<file path="src/hdl/fade_cfg.svh">
/*
 * constants for the backlight fade-in and daylight maximum current block.
 * assumes it is included by bare name from the backlight_fade module only.
 */
`ifndef FADE_CFG_SVH
`define FADE_CFG_SVH

// ----------------------------------------
// register map
// ----------------------------------------
`define MAX_CURRENT_OFFSET   8'h09
`define FADE_CTRL_OFFSET     8'h0A
`define CODE_MSB             6
`define FADE_CODE_MSB        3
`define MAX_CURRENT_RESET    8'h00
`define FADE_CTRL_RESET      8'h00

// ----------------------------------------
// timing
// ----------------------------------------
`define CLK_HZ               20000000
`define FULL_SCALE_STEPS     127
`define FADE_UNIT_MS         100
`define FAST_RAMP_MS         100
// full-scale time in 0.1 s units: 0.3 s per code up to the knee, 0.5 s above it
`define FADE_KNEE_CODE       10
`define FADE_LOW_TENTHS      3
`define FADE_HIGH_TENTHS     5
// cycles per code step for one 0.1 s unit; duration n*0.1 s uses n times this
`define UNIT_STEP_CYCLES     ((`CLK_HZ / 1000) * `FADE_UNIT_MS / `FULL_SCALE_STEPS)
// fast ramp rounds down so it stays within 100 ms
`define FAST_STEP_CYCLES     ((`CLK_HZ / 1000) * `FAST_RAMP_MS / `FULL_SCALE_STEPS)

`endif

</file>
<file path="src/hdl/fade_pkg.sv">
/*
 * types for the fade block.
 * assumes fade_cfg.svh is on the include path.
 */
package fade_pkg;
   typedef enum logic [1:0]
   {
      RAMP_IDLE = 2'b00,
      RAMP_UP   = 2'b01,
      RAMP_DOWN = 2'b11
   } ramp_state_t;

   typedef enum logic { LAW_LINEAR = 1'b0, LAW_SQUARE = 1'b1 } current_law_t;
endpackage : fade_pkg

</file>
<file path="src/hdl/backlight_fade.sv">
/*
 * backlight fade-in and daylight maximum current register bank.
 * assumes a host-side serial slave turns bus transfers into reg_wr/reg_addr/reg_wdata
 * strobes on clk_sys; read data is returned registered one cycle later.
 */
`timescale 1ns/1ps
`include "fade_cfg.svh"
module backlight_fade #(
   parameter int STEP_W      = 24,
   parameter int UNIT_CYCLES = `UNIT_STEP_CYCLES,
   parameter int FAST_CYCLES = `FAST_STEP_CYCLES
)(
   input  wire logic        clk_sys,
   input  wire logic        rst_n,
   input  wire logic        reg_wr,
   input  wire logic        reg_rd,
   input  wire logic [7:0]  reg_addr,
   input  wire logic [7:0]  reg_wdata,
   output logic      [7:0]  reg_rdata,
   input  wire logic        backlight_on,
   input  wire logic        law_square,
   output logic      [6:0]  dac_code,
   output logic      [15:0] current_ua,
   output logic             ramp_busy
);
   // ----------------------------------------
   // reset release and pin synchronisers
   // ----------------------------------------
   logic       rst_meta_reg;
   logic       rst_sync_n;
   logic [1:0] on_sync_reg;
   logic [1:0] law_sync_reg;

   always_ff @(posedge clk_sys or negedge rst_n)
   begin
      if (!rst_n)
      begin
         rst_meta_reg <= 1'b0;
         rst_sync_n   <= 1'b0;
      end
      else
      begin
         rst_meta_reg <= 1'b1;
         rst_sync_n   <= rst_meta_reg;
      end
   end

   // pins cross in through two flops; only the second stage is read
   always_ff @(posedge clk_sys or negedge rst_sync_n)
   begin
      if (!rst_sync_n)
      begin
         on_sync_reg  <= 2'b00;
         law_sync_reg <= 2'b00;
      end
      else
      begin
         on_sync_reg  <= {on_sync_reg[0], backlight_on};
         law_sync_reg <= {law_sync_reg[0], law_square};
      end
   end
   wire on_now = on_sync_reg[1];
   wire fade_pkg::current_law_t law = fade_pkg::current_law_t'(law_sync_reg[1]);

   // ----------------------------------------
   // register file
   // ----------------------------------------
   logic [6:0] max_code_reg;
   logic [3:0] fade_in_reg;
   wire        hit_max  = (reg_addr == `MAX_CURRENT_OFFSET);
   wire        hit_fade = (reg_addr == `FADE_CTRL_OFFSET);
   wire [7:0]  rd_mux   = hit_max  ? {1'b0, max_code_reg} :
                          hit_fade ? {4'h0, fade_in_reg}  :
                          8'h00;

   always_ff @(posedge clk_sys or negedge rst_sync_n)
   begin
      if (!rst_sync_n)
      begin
         max_code_reg <= 7'(`MAX_CURRENT_RESET);
         fade_in_reg  <= 4'(`FADE_CTRL_RESET);
         reg_rdata    <= 8'h00;
      end
      else
      begin
         if (reg_wr && hit_max)
            max_code_reg <= reg_wdata[`CODE_MSB:0]; // bit 7 dropped
         if (reg_wr && hit_fade)
            fade_in_reg <= reg_wdata[`FADE_CODE_MSB:0];
         reg_rdata <= reg_rd ? rd_mux : 8'h00;
      end
   end

   // ----------------------------------------
   // step interval selection
   // ----------------------------------------
   // full-scale fade time in 0.1 s units; steps widen from 0.3 s to 0.5 s above the knee,
   // so a plain code*0.3 s product would fall a whole second short at the top code
   function automatic logic [5:0] fade_tenths(input logic [3:0] code);
      if (code <= 4'(`FADE_KNEE_CODE))
         fade_tenths = 6'(`FADE_LOW_TENTHS * code);
      else
         fade_tenths = 6'(`FADE_KNEE_CODE * `FADE_LOW_TENTHS
                          + `FADE_HIGH_TENTHS * (code - 4'(`FADE_KNEE_CODE)));
   endfunction : fade_tenths

   // per-step period scales with full-scale time, so a 0..127 ramp takes that time;
   // a shorter ramp has fewer steps and finishes in proportion
   wire [5:0]        fade_units = fade_tenths(fade_in_reg);
   wire [STEP_W-1:0] period = (fade_in_reg == 4'h0)
                              ? STEP_W'(FAST_CYCLES)
                              : STEP_W'(UNIT_CYCLES) * STEP_W'(fade_units);

   // ----------------------------------------
   // ramp state machine
   // ----------------------------------------
   wire [6:0] target = on_now ? max_code_reg : 7'h00;
   fade_pkg::ramp_state_t state_reg;
   fade_pkg::ramp_state_t state_next;
   logic [6:0] code_reg;
   logic       tick;
   wire        run = (state_reg != fade_pkg::RAMP_IDLE);

   step_timer #(.W(STEP_W)) u_timer (
      .clk_sys    (clk_sys),
      .rst_sync_n (rst_sync_n),
      .run        (run),
      .period     (period),
      .tick       (tick)
   );

   // direction follows target, so a mid-ramp change turns from present value
   always_comb
   begin
      case (state_reg)
         fade_pkg::RAMP_IDLE,
         fade_pkg::RAMP_UP,
         fade_pkg::RAMP_DOWN:
            state_next = (code_reg < target) ? fade_pkg::RAMP_UP :
                         (code_reg > target) ? fade_pkg::RAMP_DOWN :
                         fade_pkg::RAMP_IDLE;
         default:
            state_next = fade_pkg::RAMP_IDLE;
      endcase
   end

   always_ff @(posedge clk_sys or negedge rst_sync_n)
   begin
      if (!rst_sync_n)
      begin
         state_reg <= fade_pkg::RAMP_IDLE;
         code_reg  <= 7'h00;
      end
      else
      begin
         state_reg <= state_next;
         if (tick && state_reg == fade_pkg::RAMP_UP && code_reg < target)
            code_reg <= code_reg + 7'd1;
         else if (tick && state_reg == fade_pkg::RAMP_DOWN && code_reg > target)
            code_reg <= code_reg - 7'd1;
      end
   end

   // ----------------------------------------
   // code to current, in microamps
   // ----------------------------------------
   // linear: code*30000/127; square: code^2*30000/16129; both exact at 0 and 127
   wire [31:0] lin_ua = (32'(code_reg) * 32'd30000) / 32'd127;
   wire [31:0] sq_ua  = (32'(code_reg) * 32'(code_reg) * 32'd30000) / 32'd16129;
   wire [15:0] ua_mux = (law == fade_pkg::LAW_SQUARE) ? sq_ua[15:0] : lin_ua[15:0];

   always_ff @(posedge clk_sys or negedge rst_sync_n)
   begin
      if (!rst_sync_n)
      begin
         dac_code   <= 7'h00;
         current_ua <= 16'h0000;
         ramp_busy  <= 1'b0;
      end
      else
      begin
         dac_code   <= code_reg;
         current_ua <= ua_mux;
         ramp_busy  <= run;
      end
   end

   // ----------------------------------------
   // checks
   // ----------------------------------------
   a_reserved_zero: assert property (@(posedge clk_sys) disable iff (!rst_sync_n)
      $past(reg_rd) && $past(hit_max) |-> reg_rdata == {1'b0, $past(max_code_reg)})
      else $error("maximum register read back wrong or reserved bit set");
   a_idle_rdata: assert property (@(posedge clk_sys) disable iff (!rst_sync_n)
      !$past(reg_rd) |-> reg_rdata == 8'h00)
      else $error("read data not cleared between reads");
   a_max_write: assert property (@(posedge clk_sys) disable iff (!rst_sync_n)
      reg_wr && hit_max |=> max_code_reg == $past(reg_wdata[6:0]))
      else $error("maximum code not stored");
   a_step_one: assert property (@(posedge clk_sys) disable iff (!rst_sync_n)
      code_reg != $past(code_reg) |-> $past(tick))
      else $error("code moved without a step tick");
   a_up_dir: assert property (@(posedge clk_sys) disable iff (!rst_sync_n)
      tick && state_reg == fade_pkg::RAMP_UP && code_reg < target
      |=> code_reg == $past(code_reg) + 7'd1)
      else $error("ramp up did not advance by one");
   a_down_dir: assert property (@(posedge clk_sys) disable iff (!rst_sync_n)
      tick && state_reg == fade_pkg::RAMP_DOWN && code_reg > target
      |=> code_reg == $past(code_reg) - 7'd1)
      else $error("ramp down did not retreat by one");
   a_fast_period: assert property (@(posedge clk_sys) disable iff (!rst_sync_n)
      fade_in_reg == 4'h0 |-> period == STEP_W'(FAST_CYCLES))
      else $error("disabled fade not using fast step");
   a_scaled_period: assert property (@(posedge clk_sys) disable iff (!rst_sync_n)
      fade_in_reg == 4'h2 |-> period == STEP_W'(UNIT_CYCLES * 6))
      else $error("fade code two not six units of step");
   a_slowest_period: assert property (@(posedge clk_sys) disable iff (!rst_sync_n)
      fade_in_reg == 4'hF |-> period == STEP_W'(UNIT_CYCLES * 55))
      else $error("fade code fifteen not fifty-five units of step");
   a_full_scale: assert property (@(posedge clk_sys) disable iff (!rst_sync_n)
      dac_code == 7'h7F |=> current_ua == 16'd30000 || $past(code_reg) != 7'h7F)
      else $error("full code not 30 mA");
   a_zero_current: assert property (@(posedge clk_sys) disable iff (!rst_sync_n)
      code_reg == 7'h00 |=> current_ua == 16'h0000)
      else $error("zero code not 0 mA");
endmodule : backlight_fade

</file>
<file path="src/hdl/step_timer.sv">
/*
 * step interval counter: pulses tick every period cycles while running.
 * assumes period is held stable by the caller during a ramp.
 */
`timescale 1ns/1ps
module step_timer #(
   parameter int W = 24
)(
   input  wire logic         clk_sys,
   input  wire logic         rst_sync_n,
   input  wire logic         run,
   input  wire logic [W-1:0] period,
   output logic              tick
);
   logic [W-1:0] count_reg;
   wire          expired = (count_reg >= period - W'(1));

   // ----------------------------------------
   // interval counter
   // ----------------------------------------
   always_ff @(posedge clk_sys or negedge rst_sync_n)
   begin
      if (!rst_sync_n)
      begin
         count_reg <= '0;
         tick      <= 1'b0;
      end
      else
      begin
         count_reg <= (!run || expired) ? '0 : count_reg + W'(1);
         tick      <= run && expired;
      end
   end
endmodule : step_timer

</file>
<file path="config.mk">
export PLATFORM = sky130hd
export DESIGN_NAME = backlight_fade
export DESIGN_NICKNAME = d
export VERILOG_FILES = /design/src/hdl/fade_pkg.sv /design/src/hdl/backlight_fade.sv /design/src/hdl/step_timer.sv
export VERILOG_INCLUDE_DIRS = /design/src /design/src/hdl
export SDC_FILE = /design/constraint.sdc
export NUM_CORES = 1
export LEC_CHECK = 0
export BUFFER_PORTS_ARGS = -buffer_cell sky130_fd_sc_hd__buf_2
export CAP_MARGIN = 20
export CORE_AREA = 2 2 193 195
export CTS_CLUSTER_DIAMETER = 200
export DETAILED_ROUTE_END_ITERATION = 7
export DIE_AREA = 0 0 195 197
export PLACE_DENSITY_LB_ADDON = 0.2
export SYNTH_ARGS = -nofsm -noshare
export SYNTH_HDL_FRONTEND = slang
export SYNTH_SLANG_ARGS = --single-unit
</file>
<file path="constraint.sdc">
create_clock -name clk_sys -period 4.7 [get_ports clk_sys]
set_input_delay 0.47 -clock clk_sys [delete_from_list [all_inputs] [get_ports clk_sys]]
set_output_delay 0.47 -clock clk_sys [all_outputs]
set_load 0.005 [all_outputs]
</file>
==> results of run 1 <==
-- cells in the mapped netlist (11+ instances only) --
| cell type | number | share of area |
|---|---|---|
| nand2_1 | 228 | 0.037 |
| o21ai_0 | 103 | 0.022 |
| nand3_1 | 99 | 0.021 |
| o211ai_1 | 36 | 0.012 |
| nor4_1 | 35 | 0.0094 |
| o21ai_1 | 26 | 0.0056 |
| and2_1 | 49 | 0.013 |
| or2_2 | 21 | 0.0056 |
| or4_1 | 22 | 0.0071 |
| buf_2 | 22 | 0.0047 |
| a21oi_1 | 148 | 0.032 |
| nand3b_1 | 12 | 0.0039 |
| a31o_2 | 11 | 0.0041 |
| o31ai_1 | 27 | 0.0087 |
| o31a_1 | 12 | 0.0045 |
| xnor2_1 | 190 | 0.071 |
| clkbuf_1 | 39 | 0.0063 |
| mux2i_1 | 37 | 0.016 |
| fa_1 | 83 | 0.071 |
| and4_1 | 17 | 0.0064 |
| nor2b_1 | 35 | 0.0094 |
| nand2b_1 | 39 | 0.010 |
| nor3b_1 | 12 | 0.0039 |
| o21a_1 | 28 | 0.0090 |
| or3_1 | 54 | 0.014 |
| o21bai_1 | 11 | 0.0035 |
| xor2_1 | 94 | 0.035 |
| nand4_1 | 44 | 0.012 |
| and3_1 | 45 | 0.012 |
| o211a_1 | 11 | 0.0047 |
| nor2_1 | 261 | 0.042 |
| a211oi_1 | 35 | 0.011 |
| a211o_1 | 18 | 0.0067 |
| a311oi_1 | 14 | 0.0052 |
| a21boi_0 | 15 | 0.0048 |
| ha_1 | 242 | 0.13 |
| nor3_1 | 92 | 0.020 |
| dfrtp_1 | 82 | 0.088 |
| a21o_1 | 45 | 0.014 |
| inv_1 | 232 | 0.037 |
| mux2_2 | 25 | 0.012 |
| a31oi_1 | 42 | 0.011 |
-- through the flow --
step	instance area (sq um)	setup WS, ns	TNS, ns	utilization	hold WS, ns
after floorplan	24500	-18.88	-224.35	-	0.174
after global placement	34100	-18.30	-231.39	0.942	0.255
after detailed placement	34100	-20.72	-275.15	0.942	0.257
-- cell families after synthesis --
| group | Yosys count |
|---|---|
| and+or+nand+nor | 1147 |
| muxes | 64 |
| DFF | 82 |
| adders and majority gates | 331 |
| other | 2 |
| xor gates and xnor gates | 292 |
| buffers and inverters | 313 |
| AOI/OAI and AO/OA | 785 |
==> impl_metrics.xml, run 1 <==
<?xml version="1.0" encoding="UTF-8"?>
<metrics>
  <group name="yosys">
    <metric name="yosys.area_share.xor_xnor" unit="">0.113</metric>
    <metric name="synth_fp_nets" unit="">3363</metric>
    <metric name="synth-main-ff-cell" unit="">dfrtp_1</metric>
    <metric name="synth_seq_area_share" unit="">0.0879</metric>
    <metric name="synth_fa_ha_area_frac" unit="">0.203</metric>
    <metric name="asyncSetResetFlopFracSynth" unit="">1.00</metric>
    <metric name="synth-compound-area-share" unit="">0.249</metric>
    <metric name="synth.ff_latch_count" unit="">82</metric>
    <metric name="synth.lib_cells_used.distinct" unit="">133</metric>
    <metric name="synthesis.area_per_instance" unit="sq um">7.74</metric>
    <metric name="muxShareOfSynthArea" unit="">0.0289</metric>
    <metric name="synth-edff-count" unit="">0</metric>
    <metric name="synth_simple_gate_area_share" unit="">0.265</metric>
    <metric name="synth_top_family_by_area" unit="">simple AND/OR/NAND/NOR gates</metric>
    <metric name="synthesis.yosys.warnings" unit="">0</metric>
    <metric name="syn-instance-count" unit="">3016</metric>
    <metric name="post_syn_area" unit="sq mm">0.0234</metric>
  </group>
  <group name="placement">
    <metric name="place_inst" unit="">4691</metric>
    <metric name="dp_hpwl" unit="microns">98200</metric>
    <metric name="place.gp.congestion" unit="">1.10</metric>
    <metric name="io_buffer_count" unit="">51</metric>
  </group>
  <group name="clock_tree">
    <metric name="cts_root_buf" unit="">clkbuf_16</metric>
    <metric name="cts_setup_buffers" unit="">162</metric>
    <metric name="htreeDepth" unit="">3</metric>
    <metric name="post_cts_resized" unit="">435</metric>
    <metric name="numCtsBuffers" unit="">9</metric>
    <metric name="clock_sinks" unit="">82</metric>
    <metric name="cts.path.max_buffers" unit="">2</metric>
    <metric name="cts_hold_repair.buffers" unit="">1</metric>
  </group>
  <group name="floorplan">
    <metric name="io_pins" unit="">54</metric>
    <metric name="die-width" unit="microns">195</metric>
    <metric name="std_cell_rows" unit="">70</metric>
    <metric name="initial_utilization" unit="">0.644</metric>
    <metric name="die_h" unit="microns">197</metric>
  </group>
  <group name="run_status">
    <metric name="error_line" unit="">[ERROR DPL-0038] Utilization greater than 100%, impossible to legalize</metric>
    <metric name="stop_stage" unit="">clock tree synthesis</metric>
    <metric name="run_status" unit="">aborted with a tool error</metric>
  </group>
</metrics>
==> run 2: changes to the inputs <==
--- a/config.mk
+++ b/config.mk
@@ -8,11 +8,10 @@
 export LEC_CHECK = 0
 export BUFFER_PORTS_ARGS = -buffer_cell sky130_fd_sc_hd__buf_2
 export CAP_MARGIN = 20
-export CORE_AREA = 2 2 193 195
-export CTS_CLUSTER_DIAMETER = 200
+export CORE_AREA = 2 2 245 247
 export DETAILED_ROUTE_END_ITERATION = 7
-export DIE_AREA = 0 0 195 197
-export PLACE_DENSITY_LB_ADDON = 0.2
+export DIE_AREA = 0 0 247 249
+export PLACE_DENSITY_LB_ADDON = 0.15
 export SYNTH_ARGS = -nofsm -noshare
 export SYNTH_HDL_FRONTEND = slang
 export SYNTH_SLANG_ARGS = --single-unit
==> impl_metrics.xml, run 2 <==
<?xml version="1.0" encoding="UTF-8"?>
<metrics>
  <group name="worst_setup_path">
    <metric name="critical_path_arrival" unit="ns">23.64</metric>
    <metric name="worst-endpoint-required" unit="ns">4.93</metric>
    <metric name="critical_path.endpoint_type" unit="">flop</metric>
    <metric name="type_of_element_launching_the_critical_path" unit="">flop</metric>
    <metric name="timing.critical_path.slowest_cell_delay" unit="ns">0.57</metric>
    <metric name="crit_path_frequent_cell" unit="">buf_4</metric>
    <metric name="setup.worst_path.class" unit="">reg2reg</metric>
    <metric name="worst-path-max-fanout" unit="">9</metric>
    <metric name="slowest_stage" unit="">or4b_4</metric>
  </group>
  <group name="timing">
    <metric name="worst_hold_slack" unit="ns">0.132</metric>
    <metric name="unrepaired_setup_endpoints_after_global_routing" unit="">true</metric>
    <metric name="final.period_utilization" unit="">4.98</metric>
    <metric name="hold_violations" unit="">0</metric>
    <metric name="fmax" unit="MHz">42.7</metric>
    <metric name="final.min_clock_period" unit="ns">23.41</metric>
    <metric name="report.final.slew_viol_count" unit="">0</metric>
    <metric name="clock_skew" unit="ns">0.0108</metric>
    <metric name="timing_worst_slew_pin_value" unit="ns">0.988</metric>
    <metric name="setup_viol_count_final" unit="">41</metric>
    <metric name="final_critical_path_setup_slack" unit="ns">-18.71</metric>
    <metric name="relSlewSlack" unit="">0.341</metric>
  </group>
  <group name="yosys">
    <metric name="syn-instance-count" unit="">3016</metric>
    <metric name="synth_simple_gate_area_share" unit="">0.265</metric>
    <metric name="synth.most_common_cell" unit="">nor2_1</metric>
    <metric name="synth_seq_area_share" unit="">0.0879</metric>
    <metric name="synth.top_cells.by_area" unit="">ha_1 13%, dfrtp_1 8.8%, xnor2_1 7.1%</metric>
    <metric name="synth-main-ff-cell" unit="">dfrtp_1</metric>
    <metric name="synth.ff_latch_count" unit="">82</metric>
    <metric name="muxShareOfSynthArea" unit="">0.0289</metric>
    <metric name="synth_commonest_cells" unit="">261 x nor2_1, 242 x ha_1, 232 x inv_1, 228 x nand2_1, 190 x xnor2_1</metric>
    <metric name="synthesis.area_per_instance" unit="sq um">7.74</metric>
    <metric name="post_syn_area" unit="sq mm">0.0234</metric>
    <metric name="most_area_hungry_cell_type_in_the_yosys_netlist" unit="">ha_1</metric>
    <metric name="asyncSetResetFlopFracSynth" unit="">1.00</metric>
    <metric name="synth_top_family_by_area" unit="">simple AND/OR/NAND/NOR gates</metric>
    <metric name="synth-edff-count" unit="">0</metric>
    <metric name="synth_fp_nets" unit="">3363</metric>
    <metric name="synth_fa_ha_area_frac" unit="">0.203</metric>
    <metric name="yosys.area.top_type_share" unit="">0.130</metric>
    <metric name="synth.lib_cells_used.distinct" unit="">133</metric>
    <metric name="yosys.area_share.xor_xnor" unit="">0.113</metric>
    <metric name="synthesis.yosys.warnings" unit="">0</metric>
    <metric name="synth-compound-area-share" unit="">0.249</metric>
  </group>
  <group name="grt">
    <metric name="grt_first_pass_wirelength" unit="microns">147000</metric>
    <metric name="globalRouteTotalUtil" unit="">0.286</metric>
    <metric name="first_global_vias" unit="">29200</metric>
    <metric name="antenna_violations_before_repair" unit="">0</metric>
    <metric name="maximum_number_of_pins_on_one_net_before_global_route_repair" unit="">73</metric>
    <metric name="overflow_after_grt" unit="">0</metric>
  </group>
  <group name="placement">
    <metric name="dp_hpwl" unit="microns">73900</metric>
    <metric name="place.gp.congestion" unit="">0.966</metric>
    <metric name="pre_cts_setup_slack" unit="ns">-19.34</metric>
    <metric name="io_buffer_count" unit="">51</metric>
  </group>
  <group name="clock_tree">
    <metric name="htreeDepth" unit="">3</metric>
    <metric name="numCtsBuffers" unit="">9</metric>
    <metric name="clock_sinks" unit="">82</metric>
    <metric name="cts.path.max_buffers" unit="">2</metric>
    <metric name="clk_latency" unit="ns">0.35</metric>
    <metric name="clk_transition_reported_paths" unit="ns">0.07</metric>
    <metric name="cts_tree" unit="">yes</metric>
    <metric name="cts_root_buf" unit="">clkbuf_16</metric>
  </group>
  <group name="drt">
    <metric name="avgRoutedWirePerCell" unit="microns">17.8</metric>
    <metric name="drt_drc_violations_left" unit="">0</metric>
    <metric name="count_of_nets_left_with_antenna_violations_after_detail_routing" unit="">0</metric>
    <metric name="via_count" unit="">29200</metric>
    <metric name="via_per_inst" unit="">5.55</metric>
    <metric name="postRouteWirelength" unit="microns">93300</metric>
    <metric name="drt_iter0_markers" unit="">1753</metric>
    <metric name="dr.pass1.iters" unit="">6</metric>
  </group>
  <group name="run_status">
    <metric name="failed_checks" unit="">setup timing</metric>
    <metric name="run_status" unit="">finished, violations left</metric>
  </group>
  <group name="floorplan">
    <metric name="io_pins" unit="">54</metric>
    <metric name="placeableCoreArea" unit="sq mm">0.0587</metric>
    <metric name="die-width" unit="microns">247</metric>
    <metric name="std_cell_rows" unit="">89</metric>
    <metric name="die_h" unit="microns">249</metric>
    <metric name="initial_utilization" unit="">0.398</metric>
    <metric name="die_area" unit="sq mm">0.0615</metric>
  </group>
  <group name="finish">
    <metric name="largest_reg_flops" unit="">24</metric>
    <metric name="final_net_count" unit="">4820</metric>
    <metric name="leading_cell_type_in_the_layout_fill_and_taps_excluded" unit="">buf_4</metric>
    <metric name="final_core_utilization" unit="">0.671</metric>
    <metric name="most-common-layout-cells" unit="">1389 x buf_4, 216 x inv_1, 214 x nor2_1</metric>
    <metric name="layout_area_growth_over_synthesis" unit="%">68.6</metric>
    <metric name="antennaDiodeCount" unit="">0</metric>
    <metric name="drive_gt1_frac" unit="">0.472</metric>
    <metric name="fill_cells" unit="">4864</metric>
  </group>
  <group name="hold_path">
    <metric name="hp-class" unit="">reg2async</metric>
  </group>
  <group name="flow_run">
    <metric name="drv_cap" unit="">0</metric>
  </group>
</metrics>
-- run 2: cell counts after synthesis --
Identical to the previous run, type by type.
-- run 2: repair_timing --
| action | in CTS | in global routing |
|---|---|---|
| pin swaps | 144 | 133 |
| endpoints found under the hold margin | 2 | 0 |
| setup buffers | 105 | 102 |
| endpoints found under the setup margin | 41 | 41 |
| cloned | 1 | 3 |
| hold buffers | 1 | 0 |
| gates resized for setup | 290 | 235 |
-- run 2: layout make-up --
class                           instances  area, sq um  share of cell area
Clock buffer                            9          225             0.00572
Clock inverter                          7         81.3             0.00207
Tap cell                              773          967              0.0246
Timing Repair Buffer                 1523        11700               0.298
Multi-Input combinational cell       2622        23400               0.595
Inverter                              235          892              0.0227
Sequential cell                        82         2070              0.0525
-- run 2: kinds of logic after synthesis --
| logic type | after synthesis |
|---|---|
| compound gates | 785 |
| xor+xnor | 292 |
| fa+ha+maj | 331 |
| buf+inv | 313 |
| flops | 82 |
| mux | 64 |
| other cells | 2 |
| simple gates | 1147 |
-- run 2: worst max-delay path: cells and delay by family, from the launching register on --
family                   cells  cell delay [ns]
AO/OA/AOI/OAI               41             8.82
AND/OR/NAND/NOR             22             6.70
adder cells (fa/ha/maj)     12             4.07
buffers and inverters       18             2.18
XOR/XNOR                     4             0.70
flip-flops                   1             0.45
multiplexers                 1             0.35
-- run 2: through the flow --
| stage | setup TNS, ns | instances | area (sq um) |
|---|---|---|---|
| 2_1_floorplan | -224.35 | 3016 | 24500 |
| 3_3_place_gp | -242.12 | 5034 | 34800 |
| 3_5_place_dp | -250.64 | 5034 | 34800 |
| 4_1_cts | -233.09 | 5155 | 37500 |
| 5_1_grt | -258.98 | 5251 | 39400 |
| 6_report | -244.60 | 5251 | 39400 |
-- run 2: routing by layer --
layer	vias up	GRT usage	wire, microns
li1	14000	-	-
met1	14200	0.376	40900
met2	732	0.510	46700
met3	147	0.0200	3550
met4	0	0.0568	2060
met5	-	0	0
-- run 2: final timing paths --
path | start | to | slack [ns] | cells past startpoint
hold reg to reg | rst_sync_n$_DFF_PN0_ | reg_rdata[5]$_DFF_PN0_ | 0.13 | 0
max in group asynchronous | rst_sync_n$_DFF_PN0_ | code_reg[4]$_DFFE_PN0P_ | 3.32 | 1
setup reg to reg | code_reg[4]$_DFFE_PN0P_ | current_ua[0]$_DFF_PN0_ | -18.71 | 98
setup / recovery | code_reg[4]$_DFFE_PN0P_ | current_ua[0]$_DFF_PN0_ | -18.71 | 98
hold / removal | rst_sync_n$_DFF_PN0_ | reg_rdata[5]$_DFF_PN0_ | 0.13 | 0
min in group clk_sys | law_square | law_sync_reg[0]$_DFF_PN0_ | 0.23 | 1
Power of run 2 is left out: the tool's default activity adds up to more than one toggle a clock period on the data nets, which glitch-free logic cannot reach.
==> run 3: changes to the inputs <==
--- a/config.mk
+++ b/config.mk
@@ -6,11 +6,12 @@
 export SDC_FILE = /design/constraint.sdc
 export NUM_CORES = 1
 export LEC_CHECK = 0
+export ABC_AREA = 1
 export BUFFER_PORTS_ARGS = -buffer_cell sky130_fd_sc_hd__buf_2
 export CAP_MARGIN = 20
-export CORE_AREA = 2 2 245 247
+export CORE_AREA = 2 2 266 268
 export DETAILED_ROUTE_END_ITERATION = 7
-export DIE_AREA = 0 0 247 249
+export DIE_AREA = 0 0 268 270
 export PLACE_DENSITY_LB_ADDON = 0.15
 export SYNTH_ARGS = -nofsm -noshare
 export SYNTH_HDL_FRONTEND = slang
==> impl_metrics.xml, run 3 <==
<?xml version="1.0" encoding="UTF-8"?>
<metrics>
  <group name="run_status">
    <metric name="run_status" unit="">finished, violations left</metric>
    <metric name="failed_checks" unit="">setup timing</metric>
  </group>
  <group name="yosys">
    <metric name="synth.lib_cells_used.distinct" unit="">80</metric>
    <metric name="synthesis.yosys.warnings" unit="">0</metric>
    <metric name="syn-instance-count" unit="">4172</metric>
    <metric name="synth.top_cells.by_area" unit="">nand2_1 14%, ha_1 11%, inv_1 8.6%</metric>
    <metric name="synth-edff-count" unit="">0</metric>
    <metric name="asyncSetResetFlopFracSynth" unit="">1.00</metric>
    <metric name="synth_fa_ha_area_frac" unit="">0.170</metric>
    <metric name="most_area_hungry_cell_type_in_the_yosys_netlist" unit="">nand2_1</metric>
    <metric name="post_syn_area" unit="sq mm">0.0276</metric>
    <metric name="synth_fp_nets" unit="">4519</metric>
    <metric name="synth-compound-area-share" unit="">0.0680</metric>
    <metric name="yosys.area_share.xor_xnor" unit="">0.0577</metric>
    <metric name="synth_commonest_cells" unit="">1008 x nand2_1, 634 x inv_1, 340 x nor2_1, 327 x nand3_1, 242 x ha_1</metric>
    <metric name="synth_simple_gate_area_share" unit="">0.504</metric>
    <metric name="synth-main-ff-cell" unit="">dfrtp_1</metric>
    <metric name="synth.ff_latch_count" unit="">82</metric>
    <metric name="synthesis.area_per_instance" unit="sq um">6.62</metric>
    <metric name="yosys.area.top_type_share" unit="">0.137</metric>
    <metric name="synth_seq_area_share" unit="">0.0743</metric>
    <metric name="synth_top_family_by_area" unit="">simple AND/OR/NAND/NOR gates</metric>
    <metric name="muxShareOfSynthArea" unit="">0.00159</metric>
    <metric name="synth.most_common_cell" unit="">nand2_1</metric>
  </group>
  <group name="timing">
    <metric name="fmax" unit="MHz">50.3</metric>
    <metric name="final.min_clock_period" unit="ns">19.90</metric>
    <metric name="hold_violations" unit="">0</metric>
    <metric name="setup_viol_count_final" unit="">41</metric>
    <metric name="report.final.slew_viol_count" unit="">0</metric>
    <metric name="relSlewSlack" unit="">0.323</metric>
    <metric name="timing_worst_slew_pin_value" unit="ns">1.01</metric>
    <metric name="clock_skew" unit="ns">0.0198</metric>
    <metric name="final_critical_path_setup_slack" unit="ns">-15.20</metric>
    <metric name="unrepaired_setup_endpoints_after_global_routing" unit="">true</metric>
    <metric name="final.period_utilization" unit="">4.23</metric>
  </group>
  <group name="clock_tree">
    <metric name="cts_tree" unit="">yes</metric>
    <metric name="numCtsBuffers" unit="">9</metric>
    <metric name="clk_latency" unit="ns">0.41</metric>
    <metric name="htreeDepth" unit="">3</metric>
    <metric name="cts.path.max_buffers" unit="">2</metric>
    <metric name="cts_root_buf" unit="">clkbuf_16</metric>
    <metric name="clock_sinks" unit="">82</metric>
    <metric name="clk_transition_reported_paths" unit="ns">0.09</metric>
  </group>
  <group name="placement">
    <metric name="dp_hpwl" unit="microns">72800</metric>
    <metric name="placed_area" unit="sq mm">0.0387</metric>
    <metric name="place.gp.congestion" unit="">0.926</metric>
    <metric name="io_buffer_count" unit="">51</metric>
  </group>
  <group name="worst_setup_path">
    <metric name="slowest_stage" unit="">fa_1</metric>
    <metric name="setup.worst_path.class" unit="">reg2reg</metric>
    <metric name="crit_path_frequent_cell" unit="">nand2_4</metric>
    <metric name="worst-endpoint-required" unit="ns">5.04</metric>
    <metric name="critical_path.endpoint_type" unit="">flop</metric>
    <metric name="critical_path_arrival" unit="ns">20.24</metric>
    <metric name="type_of_element_launching_the_critical_path" unit="">flop</metric>
    <metric name="timing.critical_path.slowest_cell_delay" unit="ns">0.55</metric>
    <metric name="worst-path-max-fanout" unit="">8</metric>
  </group>
  <group name="finish">
    <metric name="final_design_area_no_fill" unit="sq mm">0.0434</metric>
    <metric name="leading_cell_type_in_the_layout_fill_and_taps_excluded" unit="">buf_4</metric>
    <metric name="final_net_count" unit="">5932</metric>
    <metric name="most-common-layout-cells" unit="">1283 x buf_4, 882 x nand2_1, 579 x inv_1</metric>
    <metric name="drive_gt1_frac" unit="">0.484</metric>
    <metric name="largest_reg_flops" unit="">24</metric>
    <metric name="antennaDiodeCount" unit="">0</metric>
    <metric name="layout_area_growth_over_synthesis" unit="%">57.3</metric>
  </group>
  <group name="grt">
    <metric name="antenna_violations_before_repair" unit="">1</metric>
    <metric name="maximum_number_of_pins_on_one_net_before_global_route_repair" unit="">46</metric>
    <metric name="grt_first_pass_wirelength" unit="microns">147000</metric>
    <metric name="first_global_vias" unit="">30300</metric>
    <metric name="globalRouteTotalUtil" unit="">0.246</metric>
    <metric name="overflow_after_grt" unit="">0</metric>
  </group>
  <group name="drt">
    <metric name="count_of_nets_left_with_antenna_violations_after_detail_routing" unit="">0</metric>
    <metric name="drt_drc_violations_left" unit="">0</metric>
    <metric name="via_per_inst" unit="">4.67</metric>
    <metric name="postRouteWirelength" unit="microns">89400</metric>
    <metric name="drt_iter0_markers" unit="">1360</metric>
    <metric name="dr.pass1.iters" unit="">7</metric>
    <metric name="avgRoutedWirePerCell" unit="microns">13.7</metric>
    <metric name="via_count" unit="">30500</metric>
  </group>
  <group name="floorplan">
    <metric name="die-width" unit="microns">268</metric>
    <metric name="initial_utilization" unit="">0.397</metric>
    <metric name="std_cell_rows" unit="">97</metric>
    <metric name="die_area" unit="sq mm">0.0724</metric>
    <metric name="placeableCoreArea" unit="sq mm">0.0695</metric>
    <metric name="die_h" unit="microns">270</metric>
    <metric name="io_pins" unit="">54</metric>
  </group>
  <group name="hold_path">
    <metric name="hp-class" unit="">in2reg</metric>
  </group>
  <group name="flow_run">
    <metric name="drv_cap" unit="">0</metric>
  </group>
</metrics>
==> run 3: cells by family after synthesis <==
logic type,count (synthesis)
adders and majority gates,325
DFF,82
buffers and inverters,764
other,2
muxes,4
xor gates and xnor gates,181
AOI/OAI and AO/OA,316
and+or+nand+nor,2498
==> run 3: critical path: cells and delay by family (launching register included) <==
family / cells / cell delay [ns]
fa+ha+maj: 13 / 4.48
simple gates: 113 / 11.49
flops: 1 / 0.42
compound gates: 4 / 0.40
buf+inv: 28 / 2.82
xor+xnor: 1 / 0.18
==> run 3: area by class of cell <==
cell class | count | area (sq um)
fillers | 6239 | 26100
multi-input cells | 3335 | 25500
inverters | 711 | 2800
clock buffers | 10 | 229
well taps | 940 | 1180
clock inverters | 6 | 97.6
repair buffers | 1446 | 11500
flip-flops and latches | 82 | 2070
==> run 3: final timing paths <==
check / startpoint / cells after the start / slack [ns] / to
max: code_reg[1]$_DFFE_PN0P_ / 159 / -15.20 / current_ua[0]$_DFF_PN0_
min: backlight_on / 1 / 0.16 / on_sync_reg[0]$_DFF_PN0_
max reg2reg: code_reg[1]$_DFFE_PN0P_ / 159 / -15.20 / current_ua[0]$_DFF_PN0_
min reg2reg: rst_sync_n$_DFF_PN0_ / 0 / 0.30 / on_sync_reg[0]$_DFF_PN0_
max in group asynchronous: rst_sync_n$_DFF_PN0_ / 1 / 3.29 / fade_in_reg[2]$_DFFE_PN0P_
min in group asynchronous: rst_sync_n$_DFF_PN0_ / 0 / 0.30 / on_sync_reg[0]$_DFF_PN0_
==> run 3: layer usage <==
| metal | global-route usage | part of all wire |
|---|---|---|
| met5 | 0 | 0 |
| met4 | 0.0609 | 0.021 |
| met3 | 0.0168 | 0.024 |
| met2 | 0.438 | 0.49 |
| met1 | 0.321 | 0.46 |
==> run 3: through the flow <==
stage          utilization  instances  hold WS [ns]  setup slack [ns]  TNS [ns]
4_1_cts              0.597       6454         0.145            -14.92   -219.66
2_1_floorplan            -       4172         0.174            -15.22   -202.91
6_report             0.624       6530         0.165            -15.20   -226.58
3_3_place_gp         0.557       6326         0.260            -15.73   -234.04
5_1_grt              0.624       6530         0.157            -16.24   -247.92
3_5_place_dp         0.557       6326         0.260            -15.91   -236.81
==> run 3: what timing repair did <==
action                                 CTS  global route
pin swaps                              162           196
hold buffers                             1             0
cloned                                  12             4
buffers inserted                        99            80
gates resized for setup                326           320
setup endpoints to repair               41            41
endpoints found under the hold margin    2             0
Power of run 3 is left out for the same reason.
